<file path="src/cpms_defs.vh">
// Constants for the control pin mode select block
`ifndef CPMS_DEFS_VH
`define CPMS_DEFS_VH
// Wishbone register byte offsets
`define CPMS_ADR_STATUS 8'h00
`define CPMS_ADR_CTRL 8'h04
`define CPMS_ADR_IDX 8'h08
`define CPMS_ADR_DATA 8'h0c
`define CPMS_ADR_PINS 8'h10
// Control register fields
`define CPMS_CTRL_SWRST 0
// Pull defaults of undriven pins
`define CPMS_PULL_SCLK 1'b0
`define CPMS_PULL_PROG_DATA_PIN 1'b0
`define CPMS_PULL_SEN 1'b1
`define CPMS_PULL_RST 1'b0
// Serial frame layout: 5 address bits then 11 data bits
`define CPMS_FRAME_BITS 5'd16
`define CPMS_ADDR_W 5
`define CPMS_DATA_W 11
`define CPMS_REG_RESET 11'h000
// Serial software reset command
`define CPMS_SWRST_ADDR 5'h00
`define CPMS_SWRST_BIT 1
// Serial gain and reference register
`define CPMS_GAIN_ADDR 5'h0a
`define CPMS_GAIN_BIT 0
`define CPMS_EXTREF_BIT 1
// Parallel decode of {serial clock, serial data}
`define CPMS_PAR_NORMAL 2'b00
`define CPMS_PAR_LANE_ALIGNMENT_MODE 2'b01
`define CPMS_PAR_SYNC 2'b10
`define CPMS_PAR_PDN 2'b11
// Configuration pin level codes
`define CPMS_LVL_GND 2'b00
`define CPMS_LVL_LOW 2'b01
`define CPMS_LVL_HIGH 2'b10
`define CPMS_LVL_VDD 2'b11
`endif

</file>
<file path="src/cpms_control_pin_mode_select.v">
// Control pin interpretation, serial programming port and Wishbone status view
//
// The Wishbone register port and the register offsets were left to the implementer.
`timescale 1ns/1ps
`default_nettype none
`include "cpms_defs.vh"

// What this block does
// - With the reset pin low, the serial clock pin clocks the serial programming port.
// - With the reset pin high, serial clock and data pins select lane_alignment_mode, sync or power down.
// - With the reset pin low, the serial data pin carries the serial programming data.
// - With the reset pin low, the serial enable pin frames serial programming words.
// - With the reset pin high, the serial enable level selects coarse gain and reference.
// - The first configuration pin selects one or two lanes and the bit clock rate.
// - The second configuration pin selects 12x or 14x and the single-rate capture edge.
// - The power-down pin powers the device down regardless of the serial port.
// - Undriven, serial enable reads high and serial clock, data and reset read low.
module cpms_control_pin_mode_select #(
  parameter NREG = 32
) (
  // Clock and reset
  input wire clk_i,
  input wire rst_i,
  // Wishbone slave
  input wire wb_cyc_i,
  input wire wb_stb_i,
  input wire wb_we_i,
  input wire [7:0] wb_adr_i,
  input wire [3:0] wb_sel_i,
  input wire [31:0] wb_dat_i,
  output reg [31:0] wb_dat_o,
  output reg wb_ack_o,
  // Control pins, each with a driven flag except the power-down pin
  input wire prog_clk_pin_i,
  input wire prog_clk_pin_drv_i,
  input wire prog_data_pin_i,
  input wire prog_data_pin_drv_i,
  input wire prog_enable_pin_i,
  input wire prog_enable_pin_drv_i,
  input wire prog_reset_pin_i,
  input wire prog_reset_pin_drv_i,
  input wire global_powerdown_pin_i,
  // Configuration pin level codes
  input wire [1:0] lane_and_clock_rate_select_i,
  input wire [1:0] serialization_and_edge_select_i,
  // Decoded modes
  output reg serial_mode_o,
  output reg lane_alignment_mode_o,
  output reg sync_mode_o,
  output reg powerdown_o,
  output reg coarse_gain_o,
  output reg ext_ref_o,
  output reg two_wire_o,
  output reg ddr_clk_o,
  output reg ser14x_o,
  output reg sdr_fall_edge_o
);
  localparam NPIN = 9;
  localparam [7:0] NREG_M1 = NREG[7:0] - 8'd1;

  wire [NPIN-1:0] pin_raw;
  wire [NPIN-1:0] pin_s;
  reg [NPIN-1:0] meta_ff;
  reg [NPIN-1:0] sync_ff;
  reg sclk_d_ff;
  reg rst_d_ff;
  reg [15:0] shift_ff;
  reg [4:0] cnt_ff;
  reg [`CPMS_DATA_W-1:0] prog_reg_ff [0:NREG-1];
  reg [4:0] idx_ff;
  reg swrst_ff;
  reg [1:0] lane_and_clock_rate_select_q;
  reg [1:0] serialization_and_edge_select_q;
  reg [1:0] par_sel;
  reg [31:0] nxt_dat;
  wire [15:0] nxt_shift;
  wire sclk_rise;
  wire frame_done;
  wire serial_mode;
  wire hw_rst_pulse;
  wire cmd_rst;
  wire clr_regs;
  wire wb_req;
  wire wb_wr;
  integer i;

  // Undriven pins fall back to their pull levels
  assign pin_raw[0] = prog_clk_pin_drv_i ? prog_clk_pin_i : `CPMS_PULL_SCLK;
  assign pin_raw[1] = prog_data_pin_drv_i ? prog_data_pin_i : `CPMS_PULL_PROG_DATA_PIN;
  assign pin_raw[2] = prog_enable_pin_drv_i ? prog_enable_pin_i : `CPMS_PULL_SEN;
  assign pin_raw[3] = prog_reset_pin_drv_i ? prog_reset_pin_i : `CPMS_PULL_RST;
  assign pin_raw[4] = global_powerdown_pin_i;
  assign pin_raw[6:5] = lane_and_clock_rate_select_i;
  assign pin_raw[8:7] = serialization_and_edge_select_i;

  genvar g;
  generate
    for (g = 0; g < NPIN; g = g + 1) begin : g_sync
      always @(posedge clk_i) begin
        if (rst_i) begin
          meta_ff[g] <= 1'b0;
          sync_ff[g] <= 1'b0;
        end else begin
          meta_ff[g] <= pin_raw[g];
          sync_ff[g] <= meta_ff[g];
        end
      end
    end
  endgenerate
  assign pin_s = sync_ff;

  assign serial_mode = ~pin_s[3];
  assign sclk_rise = serial_mode & pin_s[0] & ~sclk_d_ff;
  assign nxt_shift = {shift_ff[14:0], pin_s[1]};
  assign frame_done = sclk_rise & ~pin_s[2] & (cnt_ff == `CPMS_FRAME_BITS - 5'd1);
  assign hw_rst_pulse = pin_s[3] & ~rst_d_ff;
  assign cmd_rst = frame_done & (nxt_shift[15:11] == `CPMS_SWRST_ADDR) &
                   nxt_shift[`CPMS_SWRST_BIT];
  assign clr_regs = hw_rst_pulse | cmd_rst | swrst_ff;
  assign wb_req = wb_cyc_i & wb_stb_i;
  assign wb_wr = wb_req & wb_we_i & wb_ack_o & wb_sel_i[0];

  // Serial shifter, framed by the enable pin
  always @(posedge clk_i) begin
    if (rst_i) begin
      sclk_d_ff <= 1'b0;
      rst_d_ff <= 1'b0;
      shift_ff <= 16'h0000;
      cnt_ff <= 5'd0;
    end else begin
      sclk_d_ff <= pin_s[0];
      rst_d_ff <= pin_s[3];
      if (!serial_mode || pin_s[2] || clr_regs) begin
        cnt_ff <= 5'd0;
      end else if (sclk_rise) begin
        shift_ff <= nxt_shift;
        cnt_ff <= frame_done ? 5'd0 : cnt_ff + 5'd1;
      end
    end
  end

  // Serial register file
  always @(posedge clk_i) begin
    if (rst_i) begin
      for (i = 0; i < NREG; i = i + 1) begin
        prog_reg_ff[i] <= `CPMS_REG_RESET;
      end
    end else if (clr_regs) begin
      for (i = 0; i < NREG; i = i + 1) begin
        prog_reg_ff[i] <= `CPMS_REG_RESET;
      end
    end else if (frame_done && ({3'b000, nxt_shift[15:11]} <= NREG_M1)) begin
      prog_reg_ff[nxt_shift[15:11]] <= nxt_shift[10:0];
    end
  end

  // Configuration pin decode
  always @* begin
    lane_and_clock_rate_select_q = pin_s[6:5];
    serialization_and_edge_select_q = pin_s[8:7];
    par_sel = {pin_s[0], pin_s[1]};
  end

  // Mode outputs
  always @(posedge clk_i) begin
    if (rst_i) begin
      serial_mode_o <= 1'b0;
      lane_alignment_mode_o <= 1'b0;
      sync_mode_o <= 1'b0;
      powerdown_o <= 1'b0;
      coarse_gain_o <= 1'b0;
      ext_ref_o <= 1'b0;
      two_wire_o <= 1'b0;
      ddr_clk_o <= 1'b0;
      ser14x_o <= 1'b0;
      sdr_fall_edge_o <= 1'b0;
    end else begin
      serial_mode_o <= serial_mode;
      lane_alignment_mode_o <= ~serial_mode & (par_sel == `CPMS_PAR_LANE_ALIGNMENT_MODE);
      sync_mode_o <= ~serial_mode & (par_sel == `CPMS_PAR_SYNC);
      powerdown_o <= pin_s[4] | (~serial_mode & (par_sel == `CPMS_PAR_PDN));
      if (serial_mode) begin
        coarse_gain_o <= prog_reg_ff[`CPMS_GAIN_ADDR][`CPMS_GAIN_BIT];
        ext_ref_o <= prog_reg_ff[`CPMS_GAIN_ADDR][`CPMS_EXTREF_BIT];
      end else begin
        coarse_gain_o <= ~pin_s[2];
        ext_ref_o <= ~pin_s[2];
      end
      two_wire_o <= (lane_and_clock_rate_select_q == `CPMS_LVL_VDD) | (lane_and_clock_rate_select_q == `CPMS_LVL_LOW);
      ddr_clk_o <= (lane_and_clock_rate_select_q == `CPMS_LVL_VDD) | (lane_and_clock_rate_select_q == `CPMS_LVL_GND);
      case (serialization_and_edge_select_q)
        `CPMS_LVL_GND, `CPMS_LVL_VDD: begin
          ser14x_o <= 1'b0;
          sdr_fall_edge_o <= 1'b0;
        end
        `CPMS_LVL_LOW: begin
          ser14x_o <= 1'b1;
          sdr_fall_edge_o <= 1'b0;
        end
        default: begin
          ser14x_o <= 1'b1;
          sdr_fall_edge_o <= 1'b1;
        end
      endcase
    end
  end

  // Wishbone read mux
  always @* begin
    nxt_dat = 32'h00000000;
    case (wb_adr_i)
      `CPMS_ADR_STATUS: nxt_dat = {22'h000000, sdr_fall_edge_o, ser14x_o, ddr_clk_o,
                                  two_wire_o, ext_ref_o, coarse_gain_o, powerdown_o,
                                  sync_mode_o, lane_alignment_mode_o, serial_mode_o};
      `CPMS_ADR_IDX: nxt_dat = {27'h0000000, idx_ff};
      `CPMS_ADR_DATA: nxt_dat = {21'h000000, prog_reg_ff[idx_ff]};
      `CPMS_ADR_PINS: nxt_dat = {23'h000000, pin_s};
      default: nxt_dat = 32'h00000000;
    endcase
  end

  // Wishbone slave: ack one cycle after the request, write at the ack edge
  always @(posedge clk_i) begin
    if (rst_i) begin
      wb_ack_o <= 1'b0;
      wb_dat_o <= 32'h00000000;
      idx_ff <= 5'd0;
      swrst_ff <= 1'b0;
    end else begin
      wb_ack_o <= wb_req & ~wb_ack_o;
      wb_dat_o <= (wb_req & ~wb_we_i & ~wb_ack_o) ? nxt_dat : 32'h00000000;
      swrst_ff <= wb_wr & (wb_adr_i == `CPMS_ADR_CTRL) & wb_dat_i[`CPMS_CTRL_SWRST];
      if (wb_wr && (wb_adr_i == `CPMS_ADR_IDX)) begin
        idx_ff <= wb_dat_i[4:0];
      end
    end
  end
endmodule
`default_nettype wire

</file>
<file path="config.mk">
export PLATFORM = sky130hd
export DESIGN_NAME = cpms_control_pin_mode_select
export DESIGN_NICKNAME = d
export VERILOG_FILES = /design/src/cpms_control_pin_mode_select.v
export VERILOG_INCLUDE_DIRS = /design/src
export SDC_FILE = /design/constraint.sdc
export NUM_CORES = 1
export LEC_CHECK = 0
export ABC_CLOCK_PERIOD_IN_PS = 7600
export BUFFER_PORTS_ARGS = -buffer_cell sky130_fd_sc_hd__buf_4
export CORE_ASPECT_RATIO = 1.4
export CORE_MARGIN = 2
export CORE_UTILIZATION = 55
export CTS_CLUSTER_SIZE = 8
export DETAILED_ROUTE_END_ITERATION = 10
export GPL_TIMING_DRIVEN = 0
export HOLD_SLACK_MARGIN = 0.06
export PLACE_DENSITY = 0.76
export SLEW_MARGIN = 5
export SYNTH_ARGS = -nofsm -noshare
export SYNTH_HDL_FRONTEND = slang
export SYNTH_SLANG_ARGS = --single-unit
</file>
<file path="constraint.sdc">
create_clock -name clk_i -period 7.6 [get_ports clk_i]
set_input_delay 0 -clock clk_i [delete_from_list [all_inputs] [get_ports clk_i]]
set_output_delay 0 -clock clk_i [all_outputs]
set_load 0.02 [all_outputs]
</file>
==> results.tsv <==
metric	value	unit
yosysSeqAreaShare	62.62	%
postLayoutCellArea	22510	µm²
viasPerCell	6.100	
start_util	55.43	%
gp_congestion	0.9717	
dp_slack	4.285	ns
power_density	229.2	nW/µm²
grt_max_degree	16	
finalHoldViolCount	0	
worstMarginPinSlew	0.9387	ns
cts_made_buffers	59	
fin_crit_sh	47.44	%
yosysUniqueCellTypes	56	
synth_compound_area_share	3.738	%
slowest_stage	a2111oi_0	
max_stage_delay	0.61	ns
cts_max_path_buffers	3	
cp_max_fo	10	
slew_headroom	37.42	%
drt_first_pass_iters	5	
syn-cell-area	19210	µm²
fin_worst_skew	0.01838	ns
grt_use_total	30.84	%
worst_slack	3.995	ns
nFillCells	2455	
die_area	36470	µm²
core	34660	µm²
synth-seq-cells	425	
drtIter0Drc	1410	
yosys_warnings	0	
routed_wl	55160	µm
hold_depth	6	
rsz0062_at_grt	no	
cpMostUsedCell	buf_2	
grt_pass1_wl	80360	µm
critPathRequiredTime	8.06	ns
setup_viol	0	
synth_area_per_cell	14.13	µm²
drv_slew	0	
die-height	225.2	µm
fin_tns_setup	0	ns
worst_r2r_path_depth	8	
cap_violations	0	
cts_sinks	425	
portBuffers	52	
whs	0.1466	ns
crit_arrival	4.07	ns
clock-root-buffer	clkbuf_16	
vdd_ir_drop_max	161.7	µV
synth_mux_area_share	12.31	%
synthSimpleGateAreaFrac	16.79	%
wire_per_inst	27.01	µm
grt_pass1_vias	12650	
holdCritPathClass	input pin to register	
synth_cells	1360	
n_antenna_cell	0	
crit_path_start_kind	register	
cp-end-kind	register	
fp-row-count	81	
synth_xor_xnor_area_share	0.09117	%
nets	1627	
place_area	20550	µm²
ys_async_sr_fraction	0	%
drive_above_1_share	20.74	%
synth_edf_count	352	
insertion_delay	0.59	ns
synth_fa_ha_area_share	0.2605	%
vias	12460	
gr-total-overflow	0	
synthFlopType	edfxtp_1	
ioPinCount	105	
cts_tree	yes	
layout_min_cycle_time	3.605	ns
outcome	finished, final reports clean	
postRouteAntennaNets	0	
drc_errors	0	
clk_pin_slew	0.05	ns
crit_type	register to register	
crit_chain	buf_2, buf_2, mux4_2, a2111oi_0, a41oi_1, o21ai_0, o32ai_1, dlygate4sd3_1	
synth_top_family_by_area	simple AND/OR/NAND/NOR gates	
htree_levels	2	
max_freq	0.2774	GHz
dpl.hpwl	38660	µm
die_x	162.0	µm
area_delta_synth_final	17.15	%
p_leak	8.545	nW
antenna_found_initial	0	
==> worst paths after layout <==
| path | from | end | slack (ns) |
|---|---|---|---|
| max | register | wb_dat_o[9] | 3.99 |
| min | wb_adr_i[6] | wb_dat_o[7] | 0.15 |
| max reg2reg | register | wb_dat_o[9] | 3.99 |
| min reg2reg | meta_ff[0] | par_sel[1] | 0.44 |
==> state kept, by name, summed over array words and instances, names as in the netlist, 2 cells and up, named ones only <==
name,flops
idx_ff,5
lane_and_clock_rate_select_q,2
cnt_ff,5
pin_s,5
prog_reg_ff,352
wb_dat_o,11
meta_ff,9
shift_ff,15
==> layout make-up <==
cell class,count,area [µm²],share of cell area (%)
buffer,139,767.0,3.408
clock buffer,83,1588,7.054
clock inverter,3,33.78,0.1501
inverter,9,33.78,0.1501
multi-input combinational,808,6466,28.73
sequential,425,12030,53.45
tap,456,570.5,2.535
timing repair buffer,119,1017,4.519
==> layout by cell type, fill, tap and decap left out, types with 4 or more instances in the layout <==
cell type        n
a211oi_1         8
a21oi_1         26
a221o_1          5
a22oi_1         10
a311oi_1         4
and2_1         358
buf_2           21
buf_4           97
buf_6           25
clkbuf_1        82
clkbuf_16       60
clkbuf_2        20
conb_1          22
dfxtp_1         73
dlygate4sd3_1   34
edfxtp_1       352
ha_1             4
inv_1            7
mux2i_1         45
mux4_2          85
nand2_1         32
nand2b_1         4
nand3_1          4
nand3b_1         4
nor2_1          64
nor2_4           8
nor2b_1         31
nor3_1           4
o21ai_0         17
o21ai_1         32
==> logic make-up (layout without fill, tap and decap cells) <==
| group | after synthesis | after routing |
|---|---|---|
| fa+ha+maj | 4 | 4 |
| xor+xnor | 2 | 2 |
| buf+inv | 148 | 353 |
| mux | 130 | 130 |
| simple gates | 534 | 534 |
| other cells | 1 | 22 |
| compound gates | 116 | 116 |
| flops | 425 | 425 |
==> synth_stat cells (2+ instances only) <==
| cell type | number | area, µm² |
|---|---|---|
| o21ai_0 | 49 | 245.2 |
| mux4_2 | 85 | 1914 |
| buf_1 | 2 | 7.510 |
| nand3b_1 | 4 | 30.03 |
| edfxtp_1 | 352 | 10570 |
| a311o_1 | 3 | 30.03 |
| nor4_1 | 3 | 18.77 |
| a311oi_1 | 4 | 35.03 |
| nor3_1 | 4 | 20.02 |
| nand3b_4 | 2 | 40.04 |
| clkinv_1 | 2 | 7.510 |
| buf_2 | 20 | 100.1 |
| a221oi_1 | 3 | 26.28 |
| and3b_1 | 2 | 17.52 |
| nand2b_1 | 4 | 25.02 |
| nor2_4 | 8 | 90.09 |
| buf_4 | 24 | 180.2 |
| a2111oi_0 | 2 | 17.52 |
| inv_1 | 7 | 26.28 |
| xor2_1 | 2 | 17.52 |
| and2_1 | 358 | 2240 |
| dfxtp_1 | 73 | 1461 |
| nor2b_1 | 31 | 193.9 |
| buf_6 | 14 | 157.7 |
| nand3_1 | 4 | 20.02 |
| nand3_4 | 2 | 35.03 |
| clkbuf_2 | 20 | 100.1 |
| or3b_2 | 2 | 17.52 |
| nor2_1 | 64 | 240.2 |
| a211oi_1 | 8 | 60.06 |
| nand2_1 | 32 | 120.1 |
| nand4_1 | 3 | 18.77 |
| mux2i_1 | 45 | 450.4 |
| ha_1 | 4 | 50.05 |
| a21oi_1 | 26 | 130.1 |
| a221o_1 | 5 | 50.05 |
| a22oi_1 | 10 | 75.07 |
| clkbuf_1 | 59 | 221.5 |
==> stage by stage <==
step,util [%],power (mW),instances
4_1_cts,64.94,5.150,2042
3_5_place_dp,59.28,2.832,1922
5_1_grt,64.94,5.267,2042
2_1_floorplan,-,2.743,1381
3_3_place_gp,58.43,2.810,1889
6_report,64.94,5.158,2042
==> where the power goes <==
part | total [mW] | switching (mW) | internal [mW]
Combinational | 0.201 | 0.120 | 0.0811
Clock | 2.35 | 0.932 | 1.42
Sequential | 2.61 | 0.0213 | 2.59
Total | 5.16 | 1.07 | 4.08
==> metal layers <==
layer  track usage (%)  wire [µm]  up-vias
met4             21.87       4619        0
li1                  -          -     5249
met1             34.92      18170     6224
met3             4.932       4335      215
met2             53.18      28040      768
met5                 0          0        -
==> critical path: cells and delay by family, from the launching register on <==
kind	cells	cell delay (ns)
buf+inv	3	1.41
mux	1	0.41
compound gates	4	1.16
flops	1	0.51
==> what timing repair did <==
| action | 4_1_cts | 5_1_grt |
|---|---|---|
| setup endpoints to repair | 0 | 0 |
| hold endpoints to repair | 42 | 0 |
| hold buffers | 34 | 0 |
| resized for setup | 0 | 0 |
| buffers inserted | 0 | 0 |
(Power assumes the default switching activity.)
